### config.mk
export PLATFORM = sky130hd
export DESIGN_NAME = reclose_sync_check_supervisor
export DESIGN_NICKNAME = d
export VERILOG_FILES = /design/src/phase_voltage_pick.v /design/src/hold_timer.v /design/src/reclose_sync_check_supervisor.v
export VERILOG_INCLUDE_DIRS = /design/src
export SDC_FILE = /design/constraint.sdc
export NUM_CORES = 1
export LEC_CHECK = 0
export BUFFER_PORTS_ARGS = -buffer_cell sky130_fd_sc_hd__buf_4
export CAP_MARGIN = 10
export CORE_MARGIN = 1
export CORE_UTILIZATION = 54
export CTS_BUF_LIST = sky130_fd_sc_hd__clkbuf_4
export DETAILED_ROUTE_END_ITERATION = 16
export PLACE_DENSITY = 0.89
export RECOVER_POWER = 25
export SLEW_MARGIN = 20
export SYNTH_ARGS = -nofsm -noshare
export SYNTH_HDL_FRONTEND = slang
export SYNTH_HIERARCHICAL = 1
export SYNTH_SLANG_ARGS = --single-unit
### constraint.sdc
create_clock -name aclk -period 2.7 [get_ports aclk]
set_input_delay 0 -clock aclk [delete_from_list [all_inputs] [get_ports aclk]]
set_output_delay 0 -clock aclk [all_outputs]
set_load 0.02 [all_outputs]
### src/sync_check_regs.vh
// Purpose: constants for the reclose synchronism-check supervisor
// Assumes: included by bare name; all numbers in one place
// Notes: voltages in 0.1 V units, angle in 0.1 degree, slip in 0.01 Hz
// Behaviour
// RQ1: A yes/no setting turns synchronism check use on or off.
// RQ2: Supervision applies to three-pole reclose attempts, any or all of them.
// RQ3: Side selector places three-phase voltage; reference comes from opposite side.
// RQ4: Six-way phase selector picks voltage for angle and magnitude checks.
// RQ5: Offer live-bus/dead-line, dead-bus/live-line and dead-bus/dead-line modes.
// RQ6: Four thresholds set live and dead levels for bus and line, 0.1-130 V.
// RQ7: Angle and slip checks operate only while both voltages are live.
// RQ8: Permission needs angle difference within closing limit, 0 to 75 degrees.
// RQ9: Permission needs slip frequency below limit, 0.1 to 5 Hz.
// RQ10: Hold timer 1-100 s bounds sync wait; expiry demands lockout.
// RQ11: Measure magnitude difference; yes/no setting enables difference supervision.
// RQ12: Enabled difference above 0.1-30 V limit blocks reclosing despite angle.
// RQ13: One permission output feeds recloser and may drive external contacts.
// RQ14: Single-pole scheme, 1P or mixed type, single-phase trip: four 1P attempts.
// RQ15: Three-pole type under 3P scheme, or mixed type, three-phase trip: four 3P attempts.
// RQ16: Lockout for listed type, scheme and trip combinations instead of reclosing.
// RQ17: Disabled check keeps permission high; enabled needs all enabled criteria.
// RQ18: Live means at or above live level; dead means at or below dead level.
`ifndef SYNC_CHECK_REGS_VH
`define SYNC_CHECK_REGS_VH

// ----------------------------------------------------------------
// Register byte offsets
// ----------------------------------------------------------------
`define OFS_CONTROL 8'h00
`define OFS_BUS_LIVE 8'h04
`define OFS_BUS_DEAD 8'h08
`define OFS_LINE_LIVE 8'h0c
`define OFS_LINE_DEAD 8'h10
`define OFS_ANGLE_LIM 8'h14
`define OFS_SLIP_LIM 8'h18
`define OFS_HOLD_SEC 8'h1c
`define OFS_DIFF_LIM 8'h20
`define OFS_STATUS 8'h24
`define OFS_MEAS_DIFF 8'h28

// ----------------------------------------------------------------
// Control fields
// ----------------------------------------------------------------
`define CTL_SYNC_EN 0
`define CTL_SIDE 1
`define CTL_PHASE_LO 2
`define CTL_PHASE_HI 4
`define CTL_LBDL 5
`define CTL_DBLL 6
`define CTL_DBDL 7
`define CTL_DIFF_EN 8
`define CTL_SCHEME_LO 9
`define CTL_SCHEME_HI 10
`define CTL_TYPE_LO 11
`define CTL_TYPE_HI 12
`define CTL_SYNC_CLOSE 13

// ----------------------------------------------------------------
// Encodings
// ----------------------------------------------------------------
`define SCHEME_THREE_POLE 2'h0
`define SCHEME_SINGLE_POLE 2'h1
`define SCHEME_SINGLE_POLE_ZONE2 2'h2
`define TYPE_SINGLE_POLE 2'h0
`define TYPE_THREE_POLE 2'h1
`define TYPE_MIXED_POLE 2'h2
`define PROG_LOCKOUT 2'h0
`define PROG_SINGLE_DELAYS 2'h1
`define PROG_THREE_DELAYS 2'h2
`define MAX_ATTEMPTS 3'h4

// ----------------------------------------------------------------
// Reset values and limits
// ----------------------------------------------------------------
`define RST_CONTROL 14'h0000
`define RST_BUS_LIVE 16'h0258
`define RST_BUS_DEAD 16'h0064
`define RST_LINE_LIVE 16'h0258
`define RST_LINE_DEAD 16'h0064
`define RST_ANGLE_LIM 16'h00c8
`define RST_SLIP_LIM 16'h0064
`define RST_HOLD_SEC 7'h0a
`define RST_DIFF_LIM 16'h0064
`define MIN_VOLT 16'h0001
`define MAX_VOLT 16'h0514
`define MAX_ANGLE 16'h02ee
`define MIN_SLIP 16'h000a
`define MAX_SLIP 16'h01f4
`define MIN_HOLD 16'h0001
`define MAX_HOLD 16'h0064
`define MAX_DIFF 16'h012c
`define CLK_HZ 250000000

`endif

### src/phase_voltage_pick.v
// Purpose: pick reference phase and apply side placement
// Assumes: magnitudes and angles arrive registered from the front end
// Notes: registered outputs, one cycle of latency
`timescale 1ns/10ps
`include "sync_check_regs.vh"
module phase_voltage_pick #(
	parameter W = 16
) (
	input wire aclk,
	input wire aresetn,
	input wire [2:0] reference_phase_select,
	input wire three_phase_side_select,
	input wire [6*W-1:0] three_phase_mag,
	input wire [W-1:0] single_phase_mag,
	output reg [W-1:0] bus_mag_r,
	output reg [W-1:0] line_mag_r
);

	// ----------------------------------------------------------------
	// Selection
	// ----------------------------------------------------------------
	reg [W-1:0] picked;

	// Six choices, out of range falls back to phase A
	always @* begin
		picked = three_phase_mag[W-1:0]; // [RQ4]
		if (reference_phase_select < 3'h6)
			picked = three_phase_mag[reference_phase_select*W +: W]; // [RQ4]
	end

	// Side select 1 means three-phase sits on the line side
	always @(posedge aclk) begin
		if (!aresetn) begin
			bus_mag_r <= {W{1'b0}};
			line_mag_r <= {W{1'b0}};
		end else if (three_phase_side_select) begin
			line_mag_r <= picked; // [RQ3]
			bus_mag_r <= single_phase_mag; // [RQ3]
		end else begin
			bus_mag_r <= picked; // [RQ3]
			line_mag_r <= single_phase_mag; // [RQ3]
		end
	end
endmodule

### src/hold_timer.v
// Purpose: seconds-resolution wait bound for the sync criteria
// Assumes: waiting is a level held while waiting
// Notes: expired is a one-cycle pulse
`timescale 1ns/10ps
`include "sync_check_regs.vh"
module hold_timer #(
	parameter TICKS_PER_SEC = `CLK_HZ
) (
	input wire aclk,
	input wire aresetn,
	input wire waiting,
	input wire [6:0] seconds,
	output reg expired_r
);

	// ----------------------------------------------------------------
	// Counters
	// ----------------------------------------------------------------
	reg [31:0] tick_r;
	reg [6:0] sec_r;

	// Restart whenever the wait drops, so each wait gets the full time
	always @(posedge aclk) begin
		if (!aresetn || !waiting) begin
			tick_r <= 32'h0;
			sec_r <= 7'h0;
			expired_r <= 1'b0;
		end else begin
			expired_r <= 1'b0;
			if (tick_r == TICKS_PER_SEC - 1) begin
				tick_r <= 32'h0;
				sec_r <= sec_r + 7'h1;
				if (sec_r + 7'h1 == seconds)
					expired_r <= 1'b1; // [RQ10]
			end else begin
				tick_r <= tick_r + 32'h1;
			end
		end
	end
endmodule

### src/reclose_sync_check_supervisor.v
// Purpose: grant or withhold reclose permission and choose reclose program
// Assumes: AXI4-Lite slave, magnitudes in 0.1 V, angle 0.1 deg, slip 0.01 Hz
// Notes: all outputs registered; reads answer one cycle after taking, writes two cycles after taking
//
// The implementer's own choices: the register addresses and the AXI4-Lite slave port.
`timescale 1ns/10ps
`include "sync_check_regs.vh"
module reclose_sync_check_supervisor #(
	parameter W = 16,
	parameter TICKS_PER_SEC = `CLK_HZ
) (
	input wire aclk,
	input wire aresetn,
	input wire [7:0] s_axi_awaddr,
	input wire s_axi_awvalid,
	output reg s_axi_awready,
	input wire [31:0] s_axi_wdata,
	input wire [3:0] s_axi_wstrb,
	input wire s_axi_wvalid,
	output reg s_axi_wready,
	output reg [1:0] s_axi_bresp,
	output reg s_axi_bvalid,
	input wire s_axi_bready,
	input wire [7:0] s_axi_araddr,
	input wire s_axi_arvalid,
	output reg s_axi_arready,
	output reg [31:0] s_axi_rdata,
	output reg [1:0] s_axi_rresp,
	output reg s_axi_rvalid,
	input wire s_axi_rready,
	input wire [6*W-1:0] three_phase_mag,
	input wire [W-1:0] single_phase_mag,
	input wire [W-1:0] angle_diff,
	input wire [W-1:0] slip_freq,
	input wire reclose_request,
	input wire three_phase_trip,
	output reg close_permit_r,
	output reg lockout_demand_r,
	output reg [1:0] program_r,
	output reg [2:0] attempt_limit_r
);

	// ----------------------------------------------------------------
	// Settings registers
	// ----------------------------------------------------------------
	reg [13:0] ctl_r;
	reg [W-1:0] bus_live_r, bus_dead_r, line_live_r, line_dead_r;
	reg [W-1:0] angle_lim_r, slip_lim_r, diff_lim_r;
	reg [6:0] hold_r;
	reg [W-1:0] diff_r;
	reg [31:0] wdata_r;
	reg [7:0] awaddr_r;
	reg aw_have_r, w_have_r;
	reg waiting_r;
	wire [W-1:0] bus_mag, line_mag;
	wire expired;
	wire sync_ok;

	// Clamp a written value into its documented range
	function [W-1:0] clamp;
		input [W-1:0] v;
		input [W-1:0] lo;
		input [W-1:0] hi;
		begin
			clamp = (v < lo) ? lo : ((v > hi) ? hi : v);
		end
	endfunction

	// Hold seconds fit in seven bits once clamped, so the cut loses nothing
	wire [W-1:0] hold_clamped = clamp(wdata_r[W-1:0], `MIN_HOLD, `MAX_HOLD);

	phase_voltage_pick #(.W(W)) pick_u (
		.aclk(aclk),
		.aresetn(aresetn),
		.reference_phase_select(ctl_r[`CTL_PHASE_HI:`CTL_PHASE_LO]),
		.three_phase_side_select(ctl_r[`CTL_SIDE]),
		.three_phase_mag(three_phase_mag),
		.single_phase_mag(single_phase_mag),
		.bus_mag_r(bus_mag),
		.line_mag_r(line_mag)
	);

	// ----------------------------------------------------------------
	// Write channel
	// ----------------------------------------------------------------
	// Address and data latched separately, so either may arrive first
	always @(posedge aclk) begin
		if (!aresetn) begin
			s_axi_awready <= 1'b1;
			s_axi_wready <= 1'b1;
			s_axi_bvalid <= 1'b0;
			s_axi_bresp <= 2'h0;
			aw_have_r <= 1'b0;
			w_have_r <= 1'b0;
			awaddr_r <= 8'h0;
			wdata_r <= 32'h0;
			ctl_r <= `RST_CONTROL;
			bus_live_r <= `RST_BUS_LIVE;
			bus_dead_r <= `RST_BUS_DEAD;
			line_live_r <= `RST_LINE_LIVE;
			line_dead_r <= `RST_LINE_DEAD;
			angle_lim_r <= `RST_ANGLE_LIM;
			slip_lim_r <= `RST_SLIP_LIM;
			hold_r <= `RST_HOLD_SEC;
			diff_lim_r <= `RST_DIFF_LIM;
		end else begin
			if (s_axi_awvalid && s_axi_awready) begin
				awaddr_r <= s_axi_awaddr;
				aw_have_r <= 1'b1;
				s_axi_awready <= 1'b0;
			end
			if (s_axi_wvalid && s_axi_wready) begin
				wdata_r <= s_axi_wdata;
				w_have_r <= 1'b1;
				s_axi_wready <= 1'b0;
			end
			if (aw_have_r && w_have_r && !s_axi_bvalid) begin
				s_axi_bvalid <= 1'b1;
				s_axi_bresp <= 2'h0;
				case (awaddr_r)
				`OFS_CONTROL: ctl_r <= wdata_r[13:0]; // [RQ1] [RQ5] [RQ11]
				`OFS_BUS_LIVE: bus_live_r <= clamp(wdata_r[W-1:0], `MIN_VOLT, `MAX_VOLT); // [RQ6]
				`OFS_BUS_DEAD: bus_dead_r <= clamp(wdata_r[W-1:0], `MIN_VOLT, `MAX_VOLT); // [RQ6]
				`OFS_LINE_LIVE: line_live_r <= clamp(wdata_r[W-1:0], `MIN_VOLT, `MAX_VOLT); // [RQ6]
				`OFS_LINE_DEAD: line_dead_r <= clamp(wdata_r[W-1:0], `MIN_VOLT, `MAX_VOLT); // [RQ6]
				`OFS_ANGLE_LIM: angle_lim_r <= clamp(wdata_r[W-1:0], 16'h0, `MAX_ANGLE); // [RQ8]
				`OFS_SLIP_LIM: slip_lim_r <= clamp(wdata_r[W-1:0], `MIN_SLIP, `MAX_SLIP); // [RQ9]
				`OFS_HOLD_SEC: hold_r <= hold_clamped[6:0]; // [RQ10]
				`OFS_DIFF_LIM: diff_lim_r <= clamp(wdata_r[W-1:0], `MIN_VOLT, `MAX_DIFF); // [RQ12]
				`OFS_STATUS, `OFS_MEAS_DIFF: s_axi_bresp <= 2'h0; // Read-only, write ignored
				default: s_axi_bresp <= 2'h2; // Unmapped
				endcase
			end
			if (s_axi_bvalid && s_axi_bready) begin
				s_axi_bvalid <= 1'b0;
				aw_have_r <= 1'b0;
				w_have_r <= 1'b0;
				s_axi_awready <= 1'b1;
				s_axi_wready <= 1'b1;
			end
		end
	end

	// ----------------------------------------------------------------
	// Read channel
	// ----------------------------------------------------------------
	// Read data registered; status shows live criteria state
	always @(posedge aclk) begin
		if (!aresetn) begin
			s_axi_arready <= 1'b1;
			s_axi_rvalid <= 1'b0;
			s_axi_rdata <= 32'h0;
			s_axi_rresp <= 2'h0;
		end else if (s_axi_arvalid && s_axi_arready) begin
			s_axi_arready <= 1'b0;
			s_axi_rvalid <= 1'b1;
			s_axi_rresp <= 2'h0;
			case (s_axi_araddr)
			`OFS_CONTROL: s_axi_rdata <= {18'h0, ctl_r};
			`OFS_BUS_LIVE: s_axi_rdata <= {16'h0, bus_live_r};
			`OFS_BUS_DEAD: s_axi_rdata <= {16'h0, bus_dead_r};
			`OFS_LINE_LIVE: s_axi_rdata <= {16'h0, line_live_r};
			`OFS_LINE_DEAD: s_axi_rdata <= {16'h0, line_dead_r};
			`OFS_ANGLE_LIM: s_axi_rdata <= {16'h0, angle_lim_r};
			`OFS_SLIP_LIM: s_axi_rdata <= {16'h0, slip_lim_r};
			`OFS_HOLD_SEC: s_axi_rdata <= {25'h0, hold_r};
			`OFS_DIFF_LIM: s_axi_rdata <= {16'h0, diff_lim_r};
			`OFS_STATUS: s_axi_rdata <= {23'h0, attempt_limit_r, program_r,
				lockout_demand_r, close_permit_r, waiting_r, sync_ok};
			`OFS_MEAS_DIFF: s_axi_rdata <= {16'h0, diff_r}; // [RQ11]
			default: begin
				s_axi_rdata <= 32'h0;
				s_axi_rresp <= 2'h2;
			end
			endcase
		end else if (s_axi_rvalid && s_axi_rready) begin
			s_axi_rvalid <= 1'b0;
			s_axi_arready <= 1'b1;
		end
	end

	// ----------------------------------------------------------------
	// Voltage criteria
	// ----------------------------------------------------------------
	wire bus_live = bus_mag >= bus_live_r; // [RQ18]
	wire line_live = line_mag >= line_live_r; // [RQ18]
	wire bus_dead = bus_mag <= bus_dead_r; // [RQ18]
	wire line_dead = line_mag <= line_dead_r; // [RQ18]
	// Angle and slip are only meaningful with both sides energised
	wire both_live = bus_live && line_live; // [RQ7]
	wire angle_ok = angle_diff <= angle_lim_r; // [RQ8]
	wire slip_ok = slip_freq < slip_lim_r; // [RQ9]
	wire diff_ok = !ctl_r[`CTL_DIFF_EN] || (diff_r <= diff_lim_r); // [RQ12]
	assign sync_ok = both_live && angle_ok && slip_ok && diff_ok; // [RQ7] [RQ17]
	wire volt_ok = (ctl_r[`CTL_LBDL] && bus_live && line_dead) ||
		(ctl_r[`CTL_DBLL] && bus_dead && line_live) ||
		(ctl_r[`CTL_DBDL] && bus_dead && line_dead); // [RQ5] [RQ18]
	// Sync close bit off means only dead-side modes may grant
	wire any_ok = (ctl_r[`CTL_SYNC_CLOSE] && sync_ok) || volt_ok;

	// Magnitude difference, absolute
	always @(posedge aclk) begin
		if (!aresetn)
			diff_r <= {W{1'b0}};
		else
			diff_r <= (bus_mag > line_mag) ? bus_mag - line_mag : line_mag - bus_mag; // [RQ11]
	end

	hold_timer #(.TICKS_PER_SEC(TICKS_PER_SEC)) hold_u (
		.aclk(aclk),
		.aresetn(aresetn),
		.waiting(waiting_r),
		.seconds(hold_r),
		.expired_r(expired)
	);

	// ----------------------------------------------------------------
	// Permission and lockout
	// ----------------------------------------------------------------
	// Hold wait and lockout apply to three-pole attempts only; single-pole still waits on permission
	always @(posedge aclk) begin
		if (!aresetn) begin
			close_permit_r <= 1'b1;
			lockout_demand_r <= 1'b0;
			waiting_r <= 1'b0;
		end else if (!ctl_r[`CTL_SYNC_EN]) begin
			close_permit_r <= 1'b1; // [RQ1] [RQ17]
			lockout_demand_r <= 1'b0;
			waiting_r <= 1'b0;
		end else begin
			close_permit_r <= any_ok; // [RQ13] [RQ17]
			waiting_r <= reclose_request && three_phase_trip && !any_ok; // [RQ2]
			lockout_demand_r <= expired && waiting_r; // [RQ10]
		end
	end

	// ----------------------------------------------------------------
	// Reclose program selection
	// ----------------------------------------------------------------
	wire [1:0] scheme = ctl_r[`CTL_SCHEME_HI:`CTL_SCHEME_LO];
	wire [1:0] rtype = ctl_r[`CTL_TYPE_HI:`CTL_TYPE_LO];
	wire single_scheme = scheme == `SCHEME_SINGLE_POLE || scheme == `SCHEME_SINGLE_POLE_ZONE2;
	reg [1:0] prog_nxt;

	// Unlisted combinations fall to lockout as the safe choice
	always @* begin
		prog_nxt = `PROG_LOCKOUT; // [RQ16]
		case (rtype)
		`TYPE_SINGLE_POLE:
			if (single_scheme && !three_phase_trip)
				prog_nxt = `PROG_SINGLE_DELAYS; // [RQ14]
		`TYPE_THREE_POLE:
			if (scheme == `SCHEME_THREE_POLE)
				prog_nxt = `PROG_THREE_DELAYS; // [RQ15]
		`TYPE_MIXED_POLE:
			prog_nxt = three_phase_trip ? `PROG_THREE_DELAYS : `PROG_SINGLE_DELAYS; // [RQ14] [RQ15]
		default:
			prog_nxt = `PROG_LOCKOUT;
		endcase
	end

	always @(posedge aclk) begin
		if (!aresetn) begin
			program_r <= `PROG_LOCKOUT;
			attempt_limit_r <= 3'h0;
		end else begin
			program_r <= prog_nxt;
			attempt_limit_r <= (prog_nxt == `PROG_LOCKOUT) ? 3'h0 : `MAX_ATTEMPTS; // [RQ14] [RQ15]
		end
	end
endmodule

==> impl_table.tex <==
\begin{tabular}{lr}
\hline
Metric & Value \\
\hline
\multicolumn{2}{l}{\textbf{Yosys}} \\
Cell variety after synth & 80 \\
Cell area after technology mapping & 16,600 sq um \\
Mux cell area share after synthesis & 4.137\% \\
Top\_reg\_cell synth & sky130\_fd\_sc\_hd\_\_dfxtp\_1 \\
Fraction of registers with async set/reset & 0\% \\
Post-synthesis share of cell area spent on and, or, nand and nor gates & 19.07\% \\
Share of synthesized area occupied by flip-flops and latches & 33.28\% \\
Adder-Cell Fraction of Synth Area & 11.17\% \\
Area fraction in compound gates after synthesis & 21.73\% \\
Number of flops mapped to enable cells by yosys & 0 \\
Yosys warning count & 6 \\
Gate count of the mapped netlist & 1,957 \\
Number of synthesized register bits & 276 \\
Average cell area after synthesis & 8.483 sq um \\
Main combinational cell family by area after synthesis & compound AO/OA/AOI/OAI gates \\
Xor/xnor cell area share of the yosys netlist & 3.007\% \\
\multicolumn{2}{l}{\textbf{Outcome}} \\
Run status & complete, no violations \\
\multicolumn{2}{l}{\textbf{Finish}} \\
Nets & 2,703 \\
Fraction of layout instances using a drive strength above 1 & 18.90\% \\
Layout-stage area growth over the synthesis result & 26.07\% \\
Final Cell Area & 20,930 sq um \\
Filler Cells Inserted & 2,173 \\
\multicolumn{2}{l}{\textbf{Clocking}} \\
CTS tree & done \\
Clock root cell & sky130\_fd\_sc\_hd\_\_clkbuf\_4 \\
Maximum count of clock buffers along a single path & 3 \\
Number of H-tree branching levels & 3 \\
TritonCTS buffer count & 73 \\
Source-to-sink clock delay at the later pin of the worst-skew pair & 720 ps \\
CTS sink cnt & 276 \\
Worst-path clk slew & 70 ps \\
\multicolumn{2}{l}{\textbf{GRT}} \\
Pin count of the biggest net entering global routing & 104 \\
Global-route total usage across every layer & 38.38\% \\
Aggregate global routing overflow & 0 \\
Number of antenna violations at the first check in global routing & 4 \\
Vias in the first global route & 17,250 \\
Global-route wire length before repair & 93,540 um \\
\multicolumn{2}{l}{\textbf{Critical path}} \\
Arrival time of the worst setup path & 3200 ps \\
Data required time at the worst endpoint & 3210 ps \\
Worst Setup End Kind & flop \\
Critical Path Fanout Max & 17 \\
Critical Setup Path Class & reg2reg \\
Critical path startpoint category & flop \\
Register-to-Register Path Depth & 5 \\
\multicolumn{2}{l}{\textbf{Drt}} \\
DRC viols & 0 \\
Remaining number of nets flagged by the antenna check after routing & 0 \\
Number of search-and-repair iterations in the first detailed-routing pass & 7 \\
Vias per cell & 6.351 \\
Via Count & 17,750 \\
Routed length per instance & 22.05 um \\
Number of violations reported at the end of detailed-routing iteration 0 & 2,705 \\
Final WL & 61,620 um \\
\multicolumn{2}{l}{\textbf{STA}} \\
Max transition margin & 34.00\% \\
Number of failing setup endpoints in the final timing report & 0 \\
Maximum clock rate & 0.3718 GHz \\
Max-slew violation total from the final report & 0 \\
Count of final hold-check violations & 0 \\
Shortest period the worst path allows & 2690 ps \\
Transition time of the tightest slew-check pin & 989.4 ps \\
Worst clock skew on the final layout & 62.96 ps \\
Total Negative Setup Slacks & 0 ps \\
Worst setup margin & 10.47 ps \\
Final critical-path share of the clock period & 99.61\% \\
Unrepaired setup endpoints after global routing & true \\
Hold slack & 49.50 ps \\
\multicolumn{2}{l}{\textbf{Placement}} \\
Dpl cell area & 18,760 sq um \\
Setup slack after placement & -129.2 ps \\
Detailed Place HPWL & 41,830 um \\
\# port buffers & 212 \\
GPL Wtd Cong & 0.9784 \\
\multicolumn{2}{l}{\textbf{Floorplan}} \\
Die Height & 177.3 um \\
Core footprint & 29,950 sq um \\
Die extent in x & 177.3 um \\
Count of pins on the block boundary & 253 \\
Starting density of the core & 55.43\% \\
Die outline area & 31,450 sq um \\
Cell Rows & 63 \\
\multicolumn{2}{l}{\textbf{Pwr}} \\
Static power due to leakage & 9.007 nW \\
Power density cells & 479.7 nW/um\^{}2 \\
Total design power & 0.01004 W \\
IR Drop Worst-Case VDD & 0.2627 mV \\
\multicolumn{2}{l}{\textbf{Run}} \\
Number of maximum-capacitance constraint violations & 0 \\
\multicolumn{2}{l}{\textbf{Min path}} \\
Path class of the lowest-slack min-delay path & in2reg \\
Instance count along the most critical hold path & 7 \\
\hline
\end{tabular}
## synthesized netlist by cell type, types with 24 or more instances
cell type | number | area (sq um)
sky130_fd_sc_hd__a22oi_1 | 46 | 345.3
sky130_fd_sc_hd__a21boi_0 | 52 | 390.4
sky130_fd_sc_hd__nand2_1 | 202 | 758.2
sky130_fd_sc_hd__inv_1 | 155 | 581.8
sky130_fd_sc_hd__o21ai_0 | 89 | 445.4
sky130_fd_sc_hd__xnor2_1 | 26 | 227.7
sky130_fd_sc_hd__nand4_1 | 45 | 281.5
sky130_fd_sc_hd__and3_1 | 53 | 331.6
sky130_fd_sc_hd__nand3_1 | 53 | 265.3
sky130_fd_sc_hd__o211ai_1 | 38 | 285.3
sky130_fd_sc_hd__a31oi_1 | 47 | 294.0
sky130_fd_sc_hd__nand2b_1 | 31 | 193.9
sky130_fd_sc_hd__nor2_1 | 91 | 341.6
sky130_fd_sc_hd__dfxtp_1 | 276 | 5525
sky130_fd_sc_hd__xor2_1 | 31 | 271.5
sky130_fd_sc_hd__a21o_1 | 34 | 255.2
sky130_fd_sc_hd__buf_4 | 31 | 232.7
sky130_fd_sc_hd__mux2i_1 | 45 | 450.4
sky130_fd_sc_hd__nor2b_1 | 24 | 150.1
sky130_fd_sc_hd__clkbuf_1 | 77 | 289.0
sky130_fd_sc_hd__a21oi_1 | 74 | 370.4
sky130_fd_sc_hd__and2_1 | 27 | 168.9
sky130_fd_sc_hd__ha_1 | 145 | 1814
## power by group
| part | internal [W] | switching, W |
|---|---|---|
| Combinational | 0.000954 | 0.00106 |
| Sequential | 0.00419 | 0.000145 |
| Clock | 0.00185 | 0.00184 |
## flip-flops by register name (all words and copies together), names as in the netlist, 2 cells and up
signal / cells
hold_u/tick_r: 32
angle_lim_r: 16
bus_dead_r: 16
bus_live_r: 16
diff_lim_r: 16
diff_r: 16
line_dead_r: 16
line_live_r: 16
pick_u/bus_mag_r: 16
pick_u/line_mag_r: 16
s_axi_rdata: 16
slip_lim_r: 16
wdata_r: 16
ctl_r: 14
awaddr_r: 8
hold_r: 7
hold_u/sec_r: 7
program_r: 2
## path summary, 6_finish.rpt
kind | from | end | slack (ps)
setup / recovery | ctl_r[2] | pick_u/bus_mag_r[13] | 10
hold / removal | slip_freq[15] | close_permit_r | 50
setup reg to reg | ctl_r[2] | pick_u/bus_mag_r[13] | 10
hold reg to reg | hold_u/tick_r[0] | hold_u/tick_r[0] | 450
## metrics by stage
step                      cells  util (%)
after floorplan            1976         -
after CTS                  2789     69.90
after global placement     2536     62.62
final                      2794     69.87
after global routing       2793     69.87
after detailed placement   2536     62.62
## per-layer routing
metal | share of wire [%] | vias up | global-route usage (%)
met5 | 0.12 | - | 1.442
met4 | 6.1 | 8 | 21.19
met2 | 43 | 1377 | 59.94
met3 | 12 | 356 | 9.426
li1 | - | 7831 | -
met1 | 38 | 8174 | 48.27
## repair_timing
action | in CTS | in global routing
pin swaps | 2 | 6
buffers inserted | 3 | 2
endpoints found under the setup margin | 9 | 31
cloned | 0 | 1
hold buffers | 124 | 0
endpoints found under the hold margin | 107 | 0
gates resized for setup | 5 | 29
## placed cells by master (no fill, tap or decap), types with 19 or more instances in the layout
cell / instances
sky130_fd_sc_hd__nor2_1: 91
sky130_fd_sc_hd__a21oi_1: 73
sky130_fd_sc_hd__mux2_2: 19
sky130_fd_sc_hd__a22oi_1: 46
sky130_fd_sc_hd__a21boi_0: 52
sky130_fd_sc_hd__buf_4: 268
sky130_fd_sc_hd__nand2b_1: 30
sky130_fd_sc_hd__o21ai_0: 85
sky130_fd_sc_hd__o211ai_1: 38
sky130_fd_sc_hd__xor2_1: 31
sky130_fd_sc_hd__ha_1: 138
sky130_fd_sc_hd__nor2b_1: 23
sky130_fd_sc_hd__o211a_1: 19
sky130_fd_sc_hd__dlygate4sd3_1: 124
sky130_fd_sc_hd__xnor2_1: 26
sky130_fd_sc_hd__inv_1: 155
sky130_fd_sc_hd__and2_1: 25
sky130_fd_sc_hd__a21o_1: 34
sky130_fd_sc_hd__a31oi_1: 46
sky130_fd_sc_hd__conb_1: 20
sky130_fd_sc_hd__clkbuf_1: 32
sky130_fd_sc_hd__dfxtp_1: 271
sky130_fd_sc_hd__nand2_1: 202
sky130_fd_sc_hd__nand4_1: 45
sky130_fd_sc_hd__nand3_1: 53
sky130_fd_sc_hd__clkbuf_4: 102
sky130_fd_sc_hd__mux2i_1: 44
sky130_fd_sc_hd__and3_1: 53
## worst max-delay path, cell delays in order, from the launching register on
cell and delay, ps:
sky130_fd_sc_hd__dfxtp_1 490, sky130_fd_sc_hd__buf_4 340, sky130_fd_sc_hd__nand2b_2 310, sky130_fd_sc_hd__o22a_1 330
sky130_fd_sc_hd__dlygate4sd3_1 590, sky130_fd_sc_hd__a31oi_1 420
## cell type report
class	instances	area (sq um)	share of cell area [%]
Inverter	155	581.8	2.780
Clock buffer	102	765.7	3.659
Timing Repair Buffer	429	3441	16.44
Antenna cell	2	5.005	0.02391
Tap cell	390	488.0	2.331
Sequential cell	276	5534	26.44
Clock inverter	24	135.1	0.6456
Multi-Input combinational cell	1416	9980	47.68
## logic make-up (layout without fill, tap and decap cells)
group / count (synthesis) / after routing
adders and majority gates: 147 / 147
other: 1 / 22
xor gates and xnor gates: 57 / 57
buffers and inverters: 284 / 710
muxes: 66 / 66
and+or+nand+nor: 610 / 610
AOI/OAI and AO/OA: 516 / 516
DFF: 276 / 276
Note: power is estimated with default switching activity, not from simulation.
